===== src/rtl/irqpm_map.svh =====
// constants for the interrupt enable and power mode block
// Function
// - six sources: two pins, three timers, serial
// - per-source enable bit, 1 allows, 0 blocks
// - global enable bit 7 gates all requests
// - mask bits: t2=5 ser=4 t1=3 x1=2 t0=1 x0=0
// - software never writes 1 to reserved bits
// - timer 2 request is overflow OR pin event
// - timer 2 flags cleared only by software
// - timer 0/1 flags set state5_phase2, polled next cycle
// - timer 2 flag set state2_phase2, polled same cycle
// - idle halts cpu, peripherals keep running
// - idle keeps ram and register contents
// - idle ends on enabled request or reset
// - reset from idle: cpu may run two cycles
// - in that window block ram, not ports
// - no port write right after idle entry
// - power-down stops oscillator after last instruction
// - power-down keeps state, exits only by reset
// - reset from power-down reinits registers, keeps ram
// - reset held until oscillator stable
// - strobes 1 in idle, 0 in power-down, port0 floats; here only while ext_mem_exec is high
// - up/down reload mode pin event raises no request
`ifndef IRQPM_MAP_SVH
`define IRQPM_MAP_SVH
`define IRQPM_BIT_EX0 0
`define IRQPM_BIT_ET0 1
`define IRQPM_BIT_EX1 2
`define IRQPM_BIT_ET1 3
`define IRQPM_BIT_ES 4
`define IRQPM_BIT_ET2 5
`define IRQPM_BIT_RSV 6
`define IRQPM_BIT_EA 7
`define IRQPM_MASK_RST 8'h00
`define IRQPM_MASK_IMPL 8'hbf
`define IRQPM_NSRC 6
`define IRQPM_STATES 6
`define IRQPM_RST_RUN_CYC 2
`define IRQPM_REG_CTRL 32'h0000_0000
`define IRQPM_REG_MASK 32'h0000_0004
`define IRQPM_REG_STAT 32'h0000_0008
`define IRQPM_REG_FLAG 32'h0000_000c
`endif


===== src/rtl/irqpm_pkg.sv =====
// types for the interrupt enable and power mode block
package irqpm_pkg;
   typedef enum logic [1:0] {
      PM_RUN,
      PM_IDLE,
      PM_DOWN
   } irqpm_mode_t;
   typedef logic [2:0] irqpm_src_t;
endpackage


===== src/rtl/irqpm_if.sv =====
// link between the interrupt block and the core/peripheral side
`timescale 1ns/1ps
`default_nettype none
interface irqpm_if;
   import irqpm_pkg::*;
   // peripheral flag sources
   logic [5:0] raw_flag;
   logic timer2_overflow_flag;
   logic timer2_pin_event_flag;
   logic t2_updown_mode;
   // cpu core sequencer
   logic mask_wr;
   logic [7:0] mask_wdata;
   logic [7:0] interrupt_enable_mask;
   logic idle_req;
   logic pd_req;
   logic irq_valid;
   logic [2:0] irq_src;
   logic irq_ack;
   logic cpu_halt;
   logic osc_run;
   logic ram_block;
   logic [2:0] machine_state;
   logic [1:0] mode;
   logic ale_level;
   logic program_fetch_strobe_n;
   logic port0_float;
   modport device (
      input raw_flag, timer2_overflow_flag, timer2_pin_event_flag, t2_updown_mode,
      input mask_wr, mask_wdata, idle_req, pd_req, irq_ack,
      output interrupt_enable_mask, irq_valid, irq_src, cpu_halt, osc_run, ram_block,
      output machine_state, mode, ale_level, program_fetch_strobe_n, port0_float
   );
   modport core (
      output raw_flag, timer2_overflow_flag, timer2_pin_event_flag, t2_updown_mode,
      output mask_wr, mask_wdata, idle_req, pd_req, irq_ack,
      input interrupt_enable_mask, irq_valid, irq_src, cpu_halt, osc_run, ram_block,
      input machine_state, mode, ale_level, program_fetch_strobe_n, port0_float
   );
endinterface
`default_nettype wire


===== src/rtl/irqpm_core.sv =====
// core side: takes orders over axi4-lite, drives the link
`timescale 1ns/1ps
`default_nettype none
`include "irqpm_map.svh"
module irqpm_core
   import irqpm_pkg::*;
(
   // clock and reset
   input wire logic clk_sys,
   input wire logic reset_n,
   // link to device
   irqpm_if.core lnk,
   // peripheral flag inputs (same clock)
   input wire logic [5:0] periph_flag,
   input wire logic t2_ovf_flag,
   input wire logic t2_pin_flag,
   input wire logic t2_updown,
   // axi4-lite slave
   input wire logic [31:0] s_axi_awaddr,
   input wire logic s_axi_awvalid,
   output logic s_axi_awready,
   input wire logic [31:0] s_axi_wdata,
   input wire logic [3:0] s_axi_wstrb,
   input wire logic s_axi_wvalid,
   output logic s_axi_wready,
   output logic [1:0] s_axi_bresp,
   output logic s_axi_bvalid,
   input wire logic s_axi_bready,
   input wire logic [31:0] s_axi_araddr,
   input wire logic s_axi_arvalid,
   output logic s_axi_arready,
   output logic [31:0] s_axi_rdata,
   output logic [1:0] s_axi_rresp,
   output logic s_axi_rvalid,
   input wire logic s_axi_rready
);
   logic aw_ff, w_ff;
   logic [31:0] awaddr_ff, wdata_ff;
   logic wstb_ff;
   logic do_wr;
   logic [7:0] ctrl_ff;
   logic ack_ff;

   assign s_axi_awready = !aw_ff && !s_axi_bvalid;
   assign s_axi_wready = !w_ff && !s_axi_bvalid;
   assign do_wr = aw_ff && w_ff;

   // write address and data taken in either order
   always_ff @(posedge clk_sys) begin
      if (!reset_n) begin
         aw_ff <= 1'b0;
         w_ff <= 1'b0;
         awaddr_ff <= 32'h0;
         wdata_ff <= 32'h0;
         wstb_ff <= 1'b0;
         s_axi_bvalid <= 1'b0;
         s_axi_bresp <= 2'h0;
      end else begin
         if (s_axi_awvalid && s_axi_awready) begin
            aw_ff <= 1'b1;
            awaddr_ff <= s_axi_awaddr;
         end
         if (s_axi_wvalid && s_axi_wready) begin
            w_ff <= 1'b1;
            wdata_ff <= s_axi_wdata;
            wstb_ff <= s_axi_wstrb[0];
         end
         if (do_wr) begin
            aw_ff <= 1'b0;
            w_ff <= 1'b0;
            s_axi_bvalid <= 1'b1;
            s_axi_bresp <= (awaddr_ff[31:2] == `IRQPM_REG_CTRL >> 2
               || awaddr_ff[31:2] == `IRQPM_REG_MASK >> 2) ? 2'h0 : 2'h2;
         end else if (s_axi_bvalid && s_axi_bready)
            s_axi_bvalid <= 1'b0;
      end
   end

   // control: bit0 idle request, bit1 power-down request, bit2 ack (pulses)
   always_ff @(posedge clk_sys) begin
      if (!reset_n) begin
         ctrl_ff <= 8'h00;
         ack_ff <= 1'b0;
      end else begin
         ctrl_ff <= 8'h00;
         ack_ff <= 1'b0;
         if (do_wr && wstb_ff && awaddr_ff[31:2] == `IRQPM_REG_CTRL >> 2) begin
            ctrl_ff <= wdata_ff[7:0];
            ack_ff <= wdata_ff[2];
         end
      end
   end

   assign lnk.mask_wr = do_wr && wstb_ff && awaddr_ff[31:2] == `IRQPM_REG_MASK >> 2;
   assign lnk.mask_wdata = wdata_ff[7:0] & `IRQPM_MASK_IMPL;
   assign lnk.idle_req = ctrl_ff[0];
   assign lnk.pd_req = ctrl_ff[1];
   assign lnk.irq_ack = ack_ff;
   assign lnk.raw_flag = periph_flag;
   assign lnk.timer2_overflow_flag = t2_ovf_flag;
   assign lnk.timer2_pin_event_flag = t2_pin_flag;
   assign lnk.t2_updown_mode = t2_updown;

   // read channel
   assign s_axi_arready = !s_axi_rvalid;
   always_ff @(posedge clk_sys) begin
      if (!reset_n) begin
         s_axi_rvalid <= 1'b0;
         s_axi_rdata <= 32'h0;
         s_axi_rresp <= 2'h0;
      end else if (s_axi_arvalid && s_axi_arready) begin
         s_axi_rvalid <= 1'b1;
         s_axi_rresp <= 2'h0;
         unique case (s_axi_araddr)
            `IRQPM_REG_CTRL: s_axi_rdata <= 32'h0;
            `IRQPM_REG_MASK: s_axi_rdata <= {24'h0, lnk.interrupt_enable_mask};
            `IRQPM_REG_STAT: s_axi_rdata <= {16'h0, 2'h0, lnk.port0_float,
               lnk.program_fetch_strobe_n, lnk.ale_level, lnk.ram_block, lnk.osc_run,
               lnk.cpu_halt, 1'b0, lnk.machine_state, lnk.irq_valid, lnk.irq_src};
            `IRQPM_REG_FLAG: s_axi_rdata <= {24'h0, 1'b0, lnk.t2_updown_mode,
               lnk.raw_flag};
            default: begin
               s_axi_rdata <= 32'h0;
               s_axi_rresp <= 2'h2;
            end
         endcase
      end else if (s_axi_rvalid && s_axi_rready)
         s_axi_rvalid <= 1'b0;
   end
endmodule
`default_nettype wire


===== src/flat_wrapper.sv =====
// flat-port wrapper written by rule: the top's interface ports become plain ports
module irqpm_core_flat import irqpm_pkg::*;
  (clk_sys, reset_n, periph_flag, t2_ovf_flag, t2_pin_flag, t2_updown, s_axi_awaddr, s_axi_awvalid, s_axi_awready, s_axi_wdata, s_axi_wstrb, s_axi_wvalid, s_axi_wready, s_axi_bresp, s_axi_bvalid, s_axi_bready, s_axi_araddr, s_axi_arvalid, s_axi_arready, s_axi_rdata, s_axi_rresp, s_axi_rvalid, s_axi_rready, lnk_raw_flag, lnk_timer2_overflow_flag, lnk_timer2_pin_event_flag, lnk_t2_updown_mode, lnk_mask_wr, lnk_mask_wdata, lnk_idle_req, lnk_pd_req, lnk_irq_ack, lnk_interrupt_enable_mask, lnk_irq_valid, lnk_irq_src, lnk_cpu_halt, lnk_osc_run, lnk_ram_block, lnk_machine_state, lnk_mode, lnk_ale_level, lnk_program_fetch_strobe_n, lnk_port0_float);
  irqpm_if lnk_i ();
  input wire logic clk_sys;
  input wire logic reset_n;
  input wire logic [5:0] periph_flag;
  input wire logic t2_ovf_flag;
  input wire logic t2_pin_flag;
  input wire logic t2_updown;
  input wire logic [31:0] s_axi_awaddr;
  input wire logic s_axi_awvalid;
  output logic s_axi_awready;
  input wire logic [31:0] s_axi_wdata;
  input wire logic [3:0] s_axi_wstrb;
  input wire logic s_axi_wvalid;
  output logic s_axi_wready;
  output logic [1:0] s_axi_bresp;
  output logic s_axi_bvalid;
  input wire logic s_axi_bready;
  input wire logic [31:0] s_axi_araddr;
  input wire logic s_axi_arvalid;
  output logic s_axi_arready;
  output logic [31:0] s_axi_rdata;
  output logic [1:0] s_axi_rresp;
  output logic s_axi_rvalid;
  input wire logic s_axi_rready;
  output wire logic [$bits(lnk_i.raw_flag)-1:0] lnk_raw_flag;
  output wire logic [$bits(lnk_i.timer2_overflow_flag)-1:0] lnk_timer2_overflow_flag;
  output wire logic [$bits(lnk_i.timer2_pin_event_flag)-1:0] lnk_timer2_pin_event_flag;
  output wire logic [$bits(lnk_i.t2_updown_mode)-1:0] lnk_t2_updown_mode;
  output wire logic [$bits(lnk_i.mask_wr)-1:0] lnk_mask_wr;
  output wire logic [$bits(lnk_i.mask_wdata)-1:0] lnk_mask_wdata;
  output wire logic [$bits(lnk_i.idle_req)-1:0] lnk_idle_req;
  output wire logic [$bits(lnk_i.pd_req)-1:0] lnk_pd_req;
  output wire logic [$bits(lnk_i.irq_ack)-1:0] lnk_irq_ack;
  input wire logic [$bits(lnk_i.interrupt_enable_mask)-1:0] lnk_interrupt_enable_mask;
  input wire logic [$bits(lnk_i.irq_valid)-1:0] lnk_irq_valid;
  input wire logic [$bits(lnk_i.irq_src)-1:0] lnk_irq_src;
  input wire logic [$bits(lnk_i.cpu_halt)-1:0] lnk_cpu_halt;
  input wire logic [$bits(lnk_i.osc_run)-1:0] lnk_osc_run;
  input wire logic [$bits(lnk_i.ram_block)-1:0] lnk_ram_block;
  input wire logic [$bits(lnk_i.machine_state)-1:0] lnk_machine_state;
  input wire logic [$bits(lnk_i.mode)-1:0] lnk_mode;
  input wire logic [$bits(lnk_i.ale_level)-1:0] lnk_ale_level;
  input wire logic [$bits(lnk_i.program_fetch_strobe_n)-1:0] lnk_program_fetch_strobe_n;
  input wire logic [$bits(lnk_i.port0_float)-1:0] lnk_port0_float;
  assign lnk_raw_flag = lnk_i.raw_flag;
  assign lnk_timer2_overflow_flag = lnk_i.timer2_overflow_flag;
  assign lnk_timer2_pin_event_flag = lnk_i.timer2_pin_event_flag;
  assign lnk_t2_updown_mode = lnk_i.t2_updown_mode;
  assign lnk_mask_wr = lnk_i.mask_wr;
  assign lnk_mask_wdata = lnk_i.mask_wdata;
  assign lnk_idle_req = lnk_i.idle_req;
  assign lnk_pd_req = lnk_i.pd_req;
  assign lnk_irq_ack = lnk_i.irq_ack;
  assign lnk_i.interrupt_enable_mask = lnk_interrupt_enable_mask;
  assign lnk_i.irq_valid = lnk_irq_valid;
  assign lnk_i.irq_src = lnk_irq_src;
  assign lnk_i.cpu_halt = lnk_cpu_halt;
  assign lnk_i.osc_run = lnk_osc_run;
  assign lnk_i.ram_block = lnk_ram_block;
  assign lnk_i.machine_state = lnk_machine_state;
  assign lnk_i.mode = lnk_mode;
  assign lnk_i.ale_level = lnk_ale_level;
  assign lnk_i.program_fetch_strobe_n = lnk_program_fetch_strobe_n;
  assign lnk_i.port0_float = lnk_port0_float;
  irqpm_core u_core (.clk_sys(clk_sys), .reset_n(reset_n), .lnk(lnk_i), .periph_flag(periph_flag), .t2_ovf_flag(t2_ovf_flag), .t2_pin_flag(t2_pin_flag), .t2_updown(t2_updown), .s_axi_awaddr(s_axi_awaddr), .s_axi_awvalid(s_axi_awvalid), .s_axi_awready(s_axi_awready), .s_axi_wdata(s_axi_wdata), .s_axi_wstrb(s_axi_wstrb), .s_axi_wvalid(s_axi_wvalid), .s_axi_wready(s_axi_wready), .s_axi_bresp(s_axi_bresp), .s_axi_bvalid(s_axi_bvalid), .s_axi_bready(s_axi_bready), .s_axi_araddr(s_axi_araddr), .s_axi_arvalid(s_axi_arvalid), .s_axi_arready(s_axi_arready), .s_axi_rdata(s_axi_rdata), .s_axi_rresp(s_axi_rresp), .s_axi_rvalid(s_axi_rvalid), .s_axi_rready(s_axi_rready));
endmodule

===== config.mk =====
export PLATFORM = sky130hd
export DESIGN_NAME = irqpm_core_flat
export DESIGN_NICKNAME = d
export VERILOG_FILES = /design/src/rtl/irqpm_pkg.sv /design/src/rtl/irqpm_if.sv /design/src/rtl/irqpm_core.sv /design/src/flat_wrapper.sv
export VERILOG_INCLUDE_DIRS = /design/src /design/src/rtl
export SDC_FILE = /design/constraint.sdc
export NUM_CORES = 1
export LEC_CHECK = 0
export BUFFER_PORTS_ARGS = -buffer_cell sky130_fd_sc_hd__buf_2
export CAP_MARGIN = 10
export CORE_MARGIN = 1
export CORE_UTILIZATION = 43
export DETAILED_ROUTE_END_ITERATION = 10
export PLACE_DENSITY = 0.95
export SKIP_LAST_GASP = 1
export SLEW_MARGIN = 10
export SYNTH_ARGS = -nofsm -noshare
export SYNTH_HDL_FRONTEND = slang
export SYNTH_SLANG_ARGS = --single-unit

===== constraint.sdc =====
create_clock -name clk_sys -period 2.2 [get_ports clk_sys]
set_input_delay 0.44 -clock clk_sys [delete_from_list [all_inputs] [get_ports clk_sys]]
set_output_delay 0.44 -clock clk_sys [all_outputs]
set_load 0.1 [all_outputs]

Word-level counts from Yosys, hierarchy flattened
Cells that the tools add are included.
{ "word_totals": {"in_bits": 139, "reg_bits": 84, "output_inout_bits": 62, "elab_cells": 47} }
{ "classes": {"n_reduce_logical": 23, "bitwise": 1, "n_eq_ne": 4, "muxes": 7} }
{ "ops": {"columns": ["op", "n"], "rows": [
  ["== test 32 x 4 -> 1 bit (second input constant)", 2],
  ["case mux 14 bit (3 select lines)", 1],
  ["== test 32 x 3 -> 1 bit (second input constant)", 1],
  ["logical NOT 32 bit", 1],
  ["== test 30 x 1 -> 1 bit (second input constant)", 1],
  ["logical NOT 30 bit", 1],
  ["logical AND 1 bit", 11],
  ["logical NOT 1 bit", 4],
  ["2-to-1 mux 1 bit", 4],
  ["2-to-1 mux 2 bit", 2],
  ["nonzero test 2 bit", 2],
  ["OR reduction 4 bit", 1],
  ["AND reduction 2 bit", 1],
  ["OR reduction 2 bit", 1],
  ["logical OR 1 bit", 1],
  ["inverter 1 bit", 1]
]} }

Depth between registers and ports, before layout
{ "depth": {"word_depth": 4, "ltp_mapped": 5, "mapped_depth_nobuf": 4} }

Least setup slack after synthesis
Ideal clock, no wire load.
{ "synth_timing": {"path_type": "reg2out", "startpoint": "register u_core.awaddr_ff[14]", "endpoint": "output lnk_mask_wr", "path_slack_ns": -1.329, "required_time_ns": 1.760, "path_stages_with_launch": 5, "t_arrival_ns": 3.089, "n_path_buf": 0, "path_cell_list": "dfxtp_1 nor4_1 nand4_1 or2_2 nor3_1"} }
{ "synth_between": {"elab_chain_cells": 2} }
{ "synth_rtl": {"columns": ["item", "line", "text"], "rows": [
  ["start: declaration", "irqpm_core.sv:38", "logic [31:0] awaddr_ff, wdata_ff;"],
  ["start signal: assignment", "irqpm_core.sv:61", "awaddr_ff <= s_axi_awaddr;"],
  ["== test 30 x 1 -> 1 bit", "irqpm_core.sv:94", "assign lnk.mask_wr = do_wr && wstb_ff && awaddr_ff[31:2] == `IRQPM_REG_MASK >> 2;"],
  ["logical AND 1 bit", "irqpm_core.sv:94", null],
  ["end: declaration", "flat_wrapper.sv:32", "output wire logic [$bits(lnk_i.mask_wr)-1:0] lnk_mask_wr;"]
]} }
Every way passes these cells.

Final worst setup path
{ "layout_timing": {"startpoint": "register u_core.awaddr_ff[25]", "endpoint": "output lnk_mask_wr"} }
Same word-level chain as after synthesis.

==> qor.csv <==
metric,value,unit
vdd_drop_max,0.4294,mV
grt_max_degree,30,
ys_ff_latch,61,
max_cap_violations,0,
path_cells,nor4_2 -> nand4_1 -> or2_4 -> nor3_4 -> buf_12,
drive_gt1_share,44.16,%
status,"complete, no violations",
cts.sinks,61,
yosysWarnings,0,
cts.path.max_buffers,2,
htreeDepth,3,
final_antenna_net_count,0,
post_synth.cell_area_avg,8.393,um2
final_cell_area,3610,um2
synthArstFlopShare,0,%
min_path_type,input pin to flip-flop,
finalCritPeriodShare,99.90,%
syn_inst,315,
setup_violations,0,
diodes,0,
clock.fmax,455.0,MHz
required,1.76,ns
vias,2600,
fp.dieH,80.41,um
wire_per_inst,13.34,um
fin_crit,2.198,ns
netlist.area_leader.share,46.19,%
via_per_inst,4.842,
fin_hold_ws,0.2868,ns
die_width,80.41,um
post-route-drc-count,0,
worst_slew_pin_slew,0.5929,ns
rsz0062_at_grt,yes,
clk_latency,0.33,ns
slew_viol_final,0,
grt_antenna_before_repair,0,
slowest_delay,0.33,ns
rows,28,
grt_pass1_vias,2435,
path_clk_slew,0.07,ns
cts_root_buffer,clkbuf_8,
hold_viol_final,0,
arrival,1.76,ns
synth.distinct_cells,30,
finalNetCount,597,
synthFlopType,dfxtp_1,
seq_area_frac_synth,46.19,%
finalClockSkew,0.01126,ns
numPortBuffers,143,
cpMaxStageDelayCell,dfxtp_2,
track_usage,22.37,%
yosys.area.top_type,dfxtp_1,
critical_path_class,flip-flop to output pin,
p_per_area,774.4,nW/um2
cts_tree,done,
nFillCells,547,
end_kind,output pin,
pin_count,201,
start_kind,flip-flop,
grt_pass1_wl,10.75,mm
syn_to_final_growth,36.54,%
first_iter_violations,70,
fp.coreArea,5921,um2
netlist_area,2644,um2
leakage,0.001704,uW
gp_congestion,0.8075,
path_max_fanout,2,
synth_common_cells,"nand2_1, dfxtp_1, a21oi_1, buf_4, clkbuf_1",
dr.pass1.iters,4,
initial_core_util,44.65,%
synth.area.top_cells,"dfxtp_1, nand2_1, buf_4, a21oi_1, mux2_2",
synth.most_common_cell,nand2_1,
numCtsBuffers,9,
die-area,6466,um2
grt_overflow_total,0,
dp_hpwl,5.590,mm
wl,7.166,mm
slew_headroom,60.39,%
synth-edff-count,0,
dpl_cell_area,3319,um2
[placed cells by master (no fill, tap or decap), types with 5 or more instances in the layout]
master / n
buf_2: 142
nand2_1: 90
dfxtp_1: 59
a21oi_1: 42
conb_1: 21
buf_4: 15
clkbuf_8: 11
nor4_2: 9
mux2_2: 7
a22oi_1: 7
o21ai_1: 7
a22o_1: 6
nor3_1: 5
[final cells by class]
type | instances | area, um2 | area share, %
Multi-Input combinational cell | 226 | 1266 | 35.08
Tap cell | 75 | 93.84 | 2.600
Clock buffer | 11 | 151.4 | 4.194
Inverter | 2 | 7.507 | 0.2080
Timing Repair Buffer | 158 | 843.3 | 23.36
Clock inverter | 4 | 23.77 | 0.6586
Sequential cell | 61 | 1224 | 33.90
[per-stage QoR]
stage	setup TNS, ns	utilization (%)	std cells	total power, uW	setup slack (ns)
floorplan	-0.07923	-	335	1783	-0.07923
global route	-0.07810	60.97	537	2926	-0.06813
finish	0	60.97	537	2795	0.002310
detailed placement	0	56.07	512	1898	0.1250
CTS	-0.02311	60.65	537	2819	-0.02311
global placement	0	56.07	512	1883	0.1478
[final timing paths]
check,from,to,slack [ns],cells after the start
min reg2reg,u_core.s_axi_rdata[4]$_SDFFE_PN0P_,u_core.s_axi_rdata[4]$_SDFFE_PN0P_,0.45,2
min,s_axi_rready,u_core.s_axi_rvalid$_SDFFE_PN0P_,0.29,2
max reg2reg,u_core.awaddr_ff[25]$_SDFFE_PN0P_,u_core.s_axi_bresp[1]$_SDFFE_PN0P_,0.07,12
max,u_core.awaddr_ff[25]$_SDFFE_PN0P_,lnk_mask_wr,0.002,5
[critical path, delay by kind of cell (launching register included)]
kind | cells | cell delay (ns)
simple gates | 4 | 0.90
flops | 1 | 0.33
buf+inv | 1 | 0.20
[registers in the layout (all words and copies together), names as in the netlist]
signal               count
u_core.lnk.irq_ack       1
u_core.s_axi_bresp       1
u_core.s_axi_rresp       1
u_core.s_axi_bvalid      1
u_core.aw_ff             1
u_core.s_axi_rvalid      1
u_core.ctrl_ff           2
u_core.w_ff              1
u_core.wstb_ff           1
u_core.awaddr_ff        30
u_core.s_axi_rdata      14
u_core.wdata_ff          7
[metal layers]
metal | vias to the layer above | GRT usage (%) | part of all wire [%]
met4 | 0 | 10.36 | 1.4
met1 | 1177 | 22.35 | 38
li1 | 1306 | - | -
met5 | - | 0 | 0
met2 | 105 | 43.14 | 54
met3 | 12 | 5.000 | 6.6
[power breakdown]
part           internal (uW)  switching [uW]  leakage [uW]
Combinational            198             528       0.00111
Clock                    460             411     0.0000949
Sequential              1160            40.0      0.000499
Total                   1820             978       0.00170
[kinds of logic after synthesis]
family / Yosys count / synth area share [%]
AOI/OAI and AO/OA: 65 / 14.34
buffers and inverters: 48 / 11.17
DFF: 61 / 46.19
muxes: 7 / 2.982
other: 1 / 0.1418
and+or+nand+nor: 133 / 25.18
[what timing repair did]
action / in CTS / in global routing
buffers inserted: 10 / 1
resized for setup: 4 / 5
setup endpoints to repair: 1 / 2
hold buffers: 0 / 0
pin swaps: 4 / 5
Note: power is estimated with default switching activity, not from simulation.
